--- src/inc/ofjac_map.svh ---
// Instruction codes, bit positions and sizes of the fuse access block
`ifndef OFJAC_MAP_SVH
`define OFJAC_MAP_SVH
`define OFJAC_IR_AUTH_HASH 6'h18
`define OFJAC_IR_ENC_KEY 6'h31
`define OFJAC_IR_DEVICE_ID 6'h32
`define OFJAC_IR_USER32 6'h33
`define OFJAC_IR_USER128 6'h19
`define OFJAC_IR_LOCK_CTRL 6'h34
`define OFJAC_IR_POLICY 6'h3B
`define OFJAC_CB_KEY_CRC_OFF 0
`define OFJAC_CB_USER32_RLOCK 1
`define OFJAC_CB_POLICY_RLOCK 2
`define OFJAC_CB_CTRL_WLOCK 5
`define OFJAC_CB_AUTH_RLOCK 6
`define OFJAC_CB_KEY_WLOCK 7
`define OFJAC_CB_USER32_WLOCK 8
`define OFJAC_CB_POLICY_WLOCK 9
`define OFJAC_CB_AUTH_WLOCK 15
`define OFJAC_CB_USER128_WLOCK 16
`define OFJAC_CTRL_USED_MASK 24'h0183E7
`define OFJAC_SB_ENC_ONLY 0
`define OFJAC_SB_FUSE_KEY 1
`define OFJAC_SB_FORCE_AUTH 2
`define OFJAC_SB_PINS_OFF 3
`define OFJAC_SB_SCAN_OFF 4
`define OFJAC_SB_DECRYPT_OFF 5
`define OFJAC_SB_OBFUSCATE 6
`define OFJAC_SEC_USED_MASK 32'h0000007F
`define OFJAC_LEN_AUTH_HASH 384
`define OFJAC_LEN_ENC_KEY 256
`define OFJAC_LEN_DEVICE_ID 96
`define OFJAC_LEN_USER32 32
`define OFJAC_LEN_USER128 128
`define OFJAC_LEN_LOCK_CTRL 24
`define OFJAC_LEN_POLICY 32
`define OFJAC_DR_MAX 384
`define OFJAC_IR_LEN 6
`endif

--- src/inc/ofjac_pkg.sv ---
// Types shared by the fuse access block
package ofjac_pkg;
   typedef enum logic [2:0] {
      OFJAC_SEL_NONE,
      OFJAC_SEL_AUTH,
      OFJAC_SEL_KEY,
      OFJAC_SEL_ID,
      OFJAC_SEL_U32,
      OFJAC_SEL_U128,
      OFJAC_SEL_CTRL,
      OFJAC_SEL_SEC
   } ofjac_sel_e;
   // Test-port signals sampled on clk_in
   typedef struct packed {
      logic capture;
      logic shift;
      logic update;
      logic tdi;
   } ofjac_tap_s;
   // Decoded policy outputs
   typedef struct packed {
      logic key_crc_check_off;
      logic encrypted_only;
      logic force_fuse_key;
      logic force_authentication;
      logic test_pins_off;
      logic scan_off;
      logic decryptor_off;
      logic key_obfuscation_on;
   } ofjac_policy_s;
endpackage

--- src/rtl/ofjac_fuse_access.sv ---
// Test-port access to fuse registers with lock and policy decode
`timescale 1ns/1ps
`include "ofjac_map.svh"
module ofjac_fuse_access
   import ofjac_pkg::*;
#(
   parameter int CTRL_WIDTH = `OFJAC_LEN_LOCK_CTRL,
   // Identifier value is arbitrary, set per part at build time
   parameter logic [95:0] DEVICE_ID = 96'h5A5A_0000_0000_0000_0000_A5A5
) (
   // Clock and reset
   input wire logic clk_in,
   input wire logic rst_n_in,
   // Instruction code, decoded here, and test-port controller strobes, already decoded
   input wire logic [5:0] instr_in,
   input ofjac_tap_s tap_in,
   input wire logic program_in,
   // Configuration engine busy, programming is held off
   input wire logic config_busy_in,
   // Serial data out
   output logic tdo_out,
   // Refused access flags (sticky until next capture)
   output logic read_refused_out,
   output logic write_refused_out,
   // Fabric-side user code
   output logic [31:0] fabric_user_code_port_out,
   // Policy to the configuration logic
   output ofjac_policy_s policy_out,
   output logic [CTRL_WIDTH-1:0] lock_control_out,
   output logic [31:0] security_policy_out
);

   ////////////////////////////////////////////////////////////////////
   // Selection and fuse banks
   ofjac_sel_e sel;
   logic [`OFJAC_DR_MAX-1:0] dr;
   logic [`OFJAC_DR_MAX-1:0] captured;
   logic [383:0] auth_q;
   logic [255:0] key_q;
   logic [31:0] u32_q;
   logic [127:0] u128_q;
   logic [CTRL_WIDTH-1:0] ctrl_q;
   logic [31:0] sec_q;
   logic burn_auth, burn_key, burn_u32, burn_u128, burn_ctrl, burn_sec;
   logic read_ok, write_ok, burn_any;

   ofjac_decode u_decode (
      .instr_in(instr_in),
      .sel_out(sel)
   );

   // Width of the selected data register
   function automatic int unsigned dr_len(input ofjac_sel_e s);
      case (s)
         OFJAC_SEL_AUTH: dr_len = `OFJAC_LEN_AUTH_HASH;
         OFJAC_SEL_KEY: dr_len = `OFJAC_LEN_ENC_KEY;
         OFJAC_SEL_ID: dr_len = `OFJAC_LEN_DEVICE_ID;
         OFJAC_SEL_U32: dr_len = `OFJAC_LEN_USER32;
         OFJAC_SEL_U128: dr_len = `OFJAC_LEN_USER128;
         OFJAC_SEL_CTRL: dr_len = CTRL_WIDTH;
         OFJAC_SEL_SEC: dr_len = `OFJAC_LEN_POLICY;
         default: dr_len = 1;
      endcase
   endfunction

   ////////////////////////////////////////////////////////////////////
   // Read and write permission
   // read locks
   always_comb
   begin
      read_ok = 1'b1;
      if (sel == OFJAC_SEL_NONE)
         read_ok = 1'b0;
      else if (sel == OFJAC_SEL_U32)
         read_ok = !ctrl_q[`OFJAC_CB_USER32_RLOCK];
      else if (sel == OFJAC_SEL_SEC)
         read_ok = !ctrl_q[`OFJAC_CB_POLICY_RLOCK];
      else if (sel == OFJAC_SEL_AUTH)
         read_ok = !ctrl_q[`OFJAC_CB_AUTH_RLOCK];
   end

   always_comb
   begin
      write_ok = 1'b0;
      case (sel)
         OFJAC_SEL_AUTH: write_ok = !ctrl_q[`OFJAC_CB_AUTH_WLOCK];
         OFJAC_SEL_KEY: write_ok = !ctrl_q[`OFJAC_CB_KEY_WLOCK];
         OFJAC_SEL_U32: write_ok = !ctrl_q[`OFJAC_CB_USER32_WLOCK];
         OFJAC_SEL_U128: write_ok = !ctrl_q[`OFJAC_CB_USER128_WLOCK];
         OFJAC_SEL_CTRL: write_ok = !ctrl_q[`OFJAC_CB_CTRL_WLOCK];
         OFJAC_SEL_SEC: write_ok = !ctrl_q[`OFJAC_CB_POLICY_WLOCK];
         default: write_ok = 1'b0;
      endcase
   end

   // burn only on update with program set and no lock
   assign burn_any = tap_in.update && program_in && write_ok &&
      !config_busy_in;
   assign burn_auth = burn_any && (sel == OFJAC_SEL_AUTH);
   assign burn_key = burn_any && (sel == OFJAC_SEL_KEY);
   assign burn_u32 = burn_any && (sel == OFJAC_SEL_U32);
   assign burn_u128 = burn_any && (sel == OFJAC_SEL_U128);
   assign burn_ctrl = burn_any && (sel == OFJAC_SEL_CTRL);
   assign burn_sec = burn_any && (sel == OFJAC_SEL_SEC);

   ////////////////////////////////////////////////////////////////////
   // Fuse banks
   // one-way fuse storage
   ofjac_fuse_bank #(.WIDTH(384)) u_auth (
      .clk_in(clk_in), .rst_n_in(rst_n_in), .burn_in(burn_auth),
      .pattern_in(dr[383:0]), .fuses_out(auth_q));
   ofjac_fuse_bank #(.WIDTH(256)) u_key (
      .clk_in(clk_in), .rst_n_in(rst_n_in), .burn_in(burn_key),
      .pattern_in(dr[255:0]), .fuses_out(key_q));
   ofjac_fuse_bank #(.WIDTH(32)) u_u32 (
      .clk_in(clk_in), .rst_n_in(rst_n_in), .burn_in(burn_u32),
      .pattern_in(dr[31:0]), .fuses_out(u32_q));
   ofjac_fuse_bank #(.WIDTH(128)) u_u128 (
      .clk_in(clk_in), .rst_n_in(rst_n_in), .burn_in(burn_u128),
      .pattern_in(dr[127:0]), .fuses_out(u128_q));
   ofjac_fuse_bank #(.WIDTH(CTRL_WIDTH)) u_ctrl (
      .clk_in(clk_in), .rst_n_in(rst_n_in), .burn_in(burn_ctrl),
      .pattern_in(dr[CTRL_WIDTH-1:0] &
         CTRL_WIDTH'(`OFJAC_CTRL_USED_MASK)),
      .fuses_out(ctrl_q));
   ofjac_fuse_bank #(.WIDTH(32)) u_sec (
      .clk_in(clk_in), .rst_n_in(rst_n_in), .burn_in(burn_sec),
      .pattern_in(dr[31:0] & `OFJAC_SEC_USED_MASK),
      .fuses_out(sec_q));

   ////////////////////////////////////////////////////////////////////
   // Capture value of the selected register
   always_comb
   begin
      captured = '0;
      if (read_ok)
      begin
         case (sel)
            OFJAC_SEL_AUTH: captured[383:0] = auth_q;
            OFJAC_SEL_KEY: captured[255:0] = key_q;
            OFJAC_SEL_ID: captured[95:0] = DEVICE_ID;
            OFJAC_SEL_U32: captured[31:0] = u32_q;
            OFJAC_SEL_U128: captured[127:0] = u128_q;
            OFJAC_SEL_CTRL: captured[CTRL_WIDTH-1:0] = ctrl_q;
            OFJAC_SEL_SEC: captured[31:0] = sec_q;
            default: captured = '0;
         endcase
      end
   end

   // shift toward bit 0, tdi enters at the register's top bit
   always_ff @(posedge clk_in or negedge rst_n_in)
   begin
      if (!rst_n_in)
         dr <= '0;
      else if (tap_in.capture)
         dr <= captured;
      else if (tap_in.shift)
      begin
         dr <= dr >> 1;
         dr[dr_len(sel)-1] <= tap_in.tdi;
      end
   end

   // Serial out from a flop, bit 0 first; capture shows bit 0 at once
   // so a shift straight after capture does not lose it
   always_ff @(posedge clk_in or negedge rst_n_in)
   begin
      if (!rst_n_in)
         tdo_out <= 1'b0;
      else if (tap_in.capture)
         tdo_out <= captured[0];
      else
         tdo_out <= tap_in.shift ? dr[1] : dr[0];
   end

   // Refusal flags, set wins over the capture clear
   always_ff @(posedge clk_in or negedge rst_n_in)
   begin
      if (!rst_n_in)
      begin
         read_refused_out <= 1'b0;
         write_refused_out <= 1'b0;
      end
      else
      begin
         if (tap_in.capture)
            read_refused_out <= !read_ok;
         if (tap_in.update && program_in && !burn_any)
            write_refused_out <= 1'b1;
         else if (tap_in.capture)
            write_refused_out <= 1'b0;
      end
   end

   ////////////////////////////////////////////////////////////////////
   // Policy outputs
   // fabric port ignores the read lock
   always_ff @(posedge clk_in or negedge rst_n_in)
   begin
      if (!rst_n_in)
         fabric_user_code_port_out <= '0;
      else
         fabric_user_code_port_out <= u32_q;
   end

   always_ff @(posedge clk_in or negedge rst_n_in)
   begin
      if (!rst_n_in)
         policy_out <= '0;
      else
      begin
         policy_out.key_crc_check_off <= ctrl_q[`OFJAC_CB_KEY_CRC_OFF] |
            ctrl_q[`OFJAC_CB_KEY_WLOCK];
         policy_out.encrypted_only <= sec_q[`OFJAC_SB_ENC_ONLY];
         policy_out.force_fuse_key <= sec_q[`OFJAC_SB_FUSE_KEY];
         policy_out.force_authentication <= sec_q[`OFJAC_SB_FORCE_AUTH];
         policy_out.test_pins_off <= sec_q[`OFJAC_SB_PINS_OFF];
         policy_out.scan_off <= sec_q[`OFJAC_SB_SCAN_OFF];
         policy_out.decryptor_off <= sec_q[`OFJAC_SB_DECRYPT_OFF];
         policy_out.key_obfuscation_on <= sec_q[`OFJAC_SB_OBFUSCATE];
      end
   end

   // Raw register images for the configuration logic
   assign lock_control_out = ctrl_q;
   assign security_policy_out = sec_q;
endmodule // ofjac_fuse_access

--- src/rtl/ofjac_decode.sv ---
// Instruction decoder for the fuse access block
`timescale 1ns/1ps
`include "ofjac_map.svh"
module ofjac_decode
   import ofjac_pkg::*;
(
   // Instruction in
   input wire logic [5:0] instr_in,
   // Selection out
   output ofjac_sel_e sel_out
);
   // Map instruction to fuse register
   always_comb
   begin
      if (instr_in == `OFJAC_IR_AUTH_HASH)
         sel_out = OFJAC_SEL_AUTH;
      else if (instr_in == `OFJAC_IR_ENC_KEY)
         sel_out = OFJAC_SEL_KEY;
      else if (instr_in == `OFJAC_IR_DEVICE_ID)
         sel_out = OFJAC_SEL_ID;
      else if (instr_in == `OFJAC_IR_USER32)
         sel_out = OFJAC_SEL_U32;
      else if (instr_in == `OFJAC_IR_USER128)
         sel_out = OFJAC_SEL_U128;
      else if (instr_in == `OFJAC_IR_LOCK_CTRL)
         sel_out = OFJAC_SEL_CTRL;
      else if (instr_in == `OFJAC_IR_POLICY)
         sel_out = OFJAC_SEL_SEC;
      else
         sel_out = OFJAC_SEL_NONE;
   end
endmodule // ofjac_decode

--- src/rtl/ofjac_fuse_bank.sv ---
// One bank of one-time-programmable fuse bits
`timescale 1ns/1ps
module ofjac_fuse_bank #(
   parameter int WIDTH = 32
) (
   // Clock and reset
   input wire logic clk_in,
   input wire logic rst_n_in,
   // Programming request
   input wire logic burn_in,
   input wire logic [WIDTH-1:0] pattern_in,
   // Fuse state, programmed bits read one
   output logic [WIDTH-1:0] fuses_out
);
   // Bits only ever go from zero to one; reset stands in for the
   // sensed array, which a real part would load at power-up
   always_ff @(posedge clk_in or negedge rst_n_in)
   begin
      if (!rst_n_in)
         fuses_out <= '0;
      else if (burn_in)
         fuses_out <= fuses_out | pattern_in;
   end
endmodule // ofjac_fuse_bank

--- config.mk ---
export PLATFORM = sky130hd
export DESIGN_NAME = ofjac_fuse_access
export DESIGN_NICKNAME = d
export VERILOG_FILES = /design/src/inc/ofjac_pkg.sv /design/src/rtl/ofjac_fuse_access.sv /design/src/rtl/ofjac_decode.sv /design/src/rtl/ofjac_fuse_bank.sv
export VERILOG_INCLUDE_DIRS = /design/src /design/src/inc
export SDC_FILE = /design/constraint.sdc
export NUM_CORES = 2
export LEC_CHECK = 0
export BUFFER_PORTS_ARGS = -buffer_cell sky130_fd_sc_hd__buf_2
export CAP_MARGIN = 15
export CORE_ASPECT_RATIO = 2
export CORE_MARGIN = 4
export CORE_UTILIZATION = 45
export CTS_CLUSTER_SIZE = 28
export DETAILED_ROUTE_END_ITERATION = 10
export SYNTH_ARGS = -nofsm -noshare
export SYNTH_HDL_FRONTEND = slang
export SYNTH_SLANG_ARGS = --single-unit
--- constraint.sdc ---
create_clock -name clk_in -period 2 [get_ports clk_in]
set_clock_uncertainty 0.05 [all_clocks]
set_input_delay 0 -clock clk_in [delete_from_list [all_inputs] [get_ports clk_in]]
set_output_delay 0 -clock clk_in [all_outputs]
set_load 0.02 [all_outputs]
==> impl_results.md <==
* Period utilisation layout at 1.013
* Clock-pin slew of the registers on the worst-case setup and hold paths at 70 ps
* Commonest non-fill, non-tap cell in the layout: dfrtp_1
* Worst slack at placement at -350.8 ps
* Startpoint class of the critical path: flip-flop
* CP Cell Sequence: nor3_4, nor4_4, o221ai_2, and3_4, buf_12, buf_16, clkbuf_16, a21o_1
* Initial Util at 0.4528
* Register area share after synthesis at 0.6050
* Final worst slack at -25.77 ps
* # H-tree levels at 3
* P per Cell Area at 855.4 nW/um^2
* Initial antenna violation count at 6
* Num rows at 175
* Largest net degree at the start of global routing at 136
* Root Buffer: clkbuf_16
* RePlAce Congestion at about 0.79
* Class of the worst hold path: input pin to flip-flop
* Area occupied by multi-input gates at 17460 sq um
* CP max-delay cell: dfrtp_2
* Fillers at 9970
* Max Root-Sink Buffers at 3
* Yosys warning count at 0
* Final Non-Filler Cells at about 6400
* Critical Path RT at about 2600 ps
* Syn Area/Cell at 11.12 sq um
* Failing checks: setup timing
* R2R Path End: u_auth.fuses_out[269]
* Die W at 247.1 um
* Post-synthesis register bit count at 1244
* Setup tns final at -321.6 ps
* Final Hold Viols at 0
* Routed WL per cell at 20.21 um
* Slew HR at 0.2756
* Clock Sinks at 1244
* Worst slew pin tran at 1087 ps
* Share of cells above drive strength 1 at 0.1306
* DRC at 0
* Setup-failing EPs final at 49
* WP buf/inv at 3
* Die area at around 120000 sq um
* CTS tree: done
* Grt total ovfl at 0
* CP Class: flip-flop to flip-flop
* Crit Path Max Fanout at 12
* FFs w/ async S/R, synth at 1.000
* Synthesized area at 51450 sq um
* CP delay by family, top: simple AND/OR/NAND/NOR gates
* LEAKAGE at 35.22 nW
* Layout Nets at 4811
* Max Clk Rate at 493.6 MHz
* DRT Wirelength at 129.3 mm
* Port bufs at between 70 and 80
* First-pass GRT wire length at 206.9 mm
* Total Routing Usage GR at 0.2110
* Most frequent cells in the layout: 1242 x dfrtp_1, 821 x a21o_1, 430 x a21oi_1, 376 x nor2_1, 245 x o21ai_0
* CP Capture Type: flip-flop
* Slowest stage delay, CP at 400 ps
* DIE HEIGHT at approximately 500 um
* Number of synthesized flops with an enable pin at 0
* TritonCTS buffer count at 109
* Vias in the first global route at 37600
* Fin. max-slew vios at 0
* Detail Placement HPWL at 76.82 mm
* RSZ-0062 raised after global routing: true
* Hold Path Depth at 5
* Worst skew pair latency at 730 ps
* Hold_sp: instr_in[1]
* Gate Count Post-Synth at ~4600
* I/O Pins at 113
* Core ar. at 113600 sq um
* RR Startpoint: u_ctrl.fuses_out[5]
* Worst VDD drop at 0.7290 mV
* Worst R2R Setup Slack at -30 ps
* Cells after DPL at 6139
* Max_cap viols at 0
* DRT Pass-1 Iters at 7
* Reg2reg path depth at 8
* Ys flop type: dfrtp_1
* Initial DRC Count at 2159
* Hold Slack at 22.25 ps
* Routed Antenna Nets at 0
* Tmin final at 2026 ps
* Vias at 35810
* Reg area at 31130 sq um
* Arr. time, crit path at 2590 ps
* Run status: complete, but fails checks
* Cell variety after synth at 63
* Hold endpoint: dr[0]
* Vias per cell at approximately 5.6
* P&R area growth vs syn at 16.24%
[per-stage QoR]
step                total power [W]  utilization  area, sq um
floorplan                   0.02779            -        51750
global placement            0.02911       0.4832        54910
detailed placement          0.02916       0.4832        54910
CTS                         0.05178       0.5185        58920
global route                0.05298       0.5263        59810
finish                      0.05116       0.5263        59810
[Yosys cell counts, types with 2 or more instances]
cell type  count  area (sq um)
a31o_2         8         70.07
buf_12         3         60.06
mux2_2         2         22.52
inv_1        235         882.1
o221a_2        9         101.4
nor3_1         8         40.04
a211o_1        3         26.28
buf_6         25         281.5
o22ai_1       34         212.7
or2_2          6         37.54
nor4b_1        2         17.52
nor2_1       379          1423
clkinv_1       2         7.510
dfrtp_1     1244         31130
buf_2         48         240.2
or4_1          3         22.52
a22o_1         9         78.83
a21o_1       821          6163
o211ai_1       2         15.01
o31ai_1        3         22.52
buf_4         54         405.4
nand2b_1       5         31.28
and3_1         7         43.79
clkbuf_1     202         758.2
nand4bb_1      2         22.52
nand3_1      107         535.5
buf_8         36         540.5
a22oi_1       62         465.5
a31oi_1      103         644.4
a222oi_1       9         90.09
o21ai_0      247          1236
buf_1         15         56.30
a221oi_1      10         87.58
o221ai_1       2         17.52
a21oi_1      437          2187
a311o_1        2         20.02
o22a_1         3         26.28
nand2_1      217         814.5
mux2i_1      239          2392
[registers in the layout, summed over array words and instances, names as in the netlist, 8 cells and up]
signal and flops:
u_u32.fuses_out 32, u_u128.fuses_out 128, policy_out 8, u_key.fuses_out 256, dr 384, u_auth.fuses_out 384
u_ctrl.fuses_out 10, fabric_user_code_port_out 32
[timing repair]
item,4_1_cts,5_1_grt
setup buffers,2,9
pin swaps,1,81
gates cloned,0,28
resized for setup,4,46
hold buffers,12,0
endpoints found under the setup margin,340,690
endpoints found under the hold margin,1623,0
[cells by family after synthesis]
logic type                 share of synthesized area
adders and majority gates                  0.0002431
and+or+nand+nor                              0.06014
buffers and inverters                        0.06281
muxes                                        0.04693
DFF                                           0.6050
other                                     0.00007288
xor gates and xnor gates                   0.0001703
AOI/OAI and AO/OA                             0.2246
[per-layer routing]
metal / GRT usage / vias to the layer above / share of wire
li1: - / 16330 / -
met1: 0.2751 / 18660 / 0.43
met3: 0.02786 / 172 / 0.036
met5: 0 / - / 0
met4: 0.05760 / 0 / 0.022
met2: 0.3703 / 642 / 0.51
[worst max path at each step]
stage | start | to | slack [ps] | cells after the start
after detailed placement | instr_in[3] | u_auth.fuses_out[210] | -350 | 9
final | u_ctrl.fuses_out[5] | u_auth.fuses_out[269] | -30 | 8
after global placement | instr_in[3] | u_auth.fuses_out[66] | -320 | 9
after global routing | u_ctrl.fuses_out[5] | u_auth.fuses_out[107] | -40 | 8
after floorplan | instr_in[5] | dr[95] | -370 | 13
after CTS | u_ctrl.fuses_out[7] | u_auth.fuses_out[237] | -2 | 7
[tightest hold or removal path, stage by stage]
cell      delay [ps]
buf_2            140
buf_2            180
nand3b_1         150
a41o_1           220
o31ai_1           80
[power by group]
group / switching, W / internal, W
Sequential: 0.000396 / 0.0255
Combinational: 0.00183 / 0.000915
Clock: 0.00981 / 0.0127
Total: 0.0120 / 0.0391
[cell type report]
| type | count | share of cell area |
|---|---|---|
| antenna | 1 | 0.00004184 |
| clock buffer | 158 | 0.05372 |
| clock inverter | 48 | 0.01042 |
| inverter | 237 | 0.01500 |
| multi-input combinational | 2803 | 0.2919 |
| sequential | 1244 | 0.5205 |
| tap | 1504 | 0.03146 |
| timing repair buffer | 401 | 0.07696 |
Power figures use the tool's default switching activity.
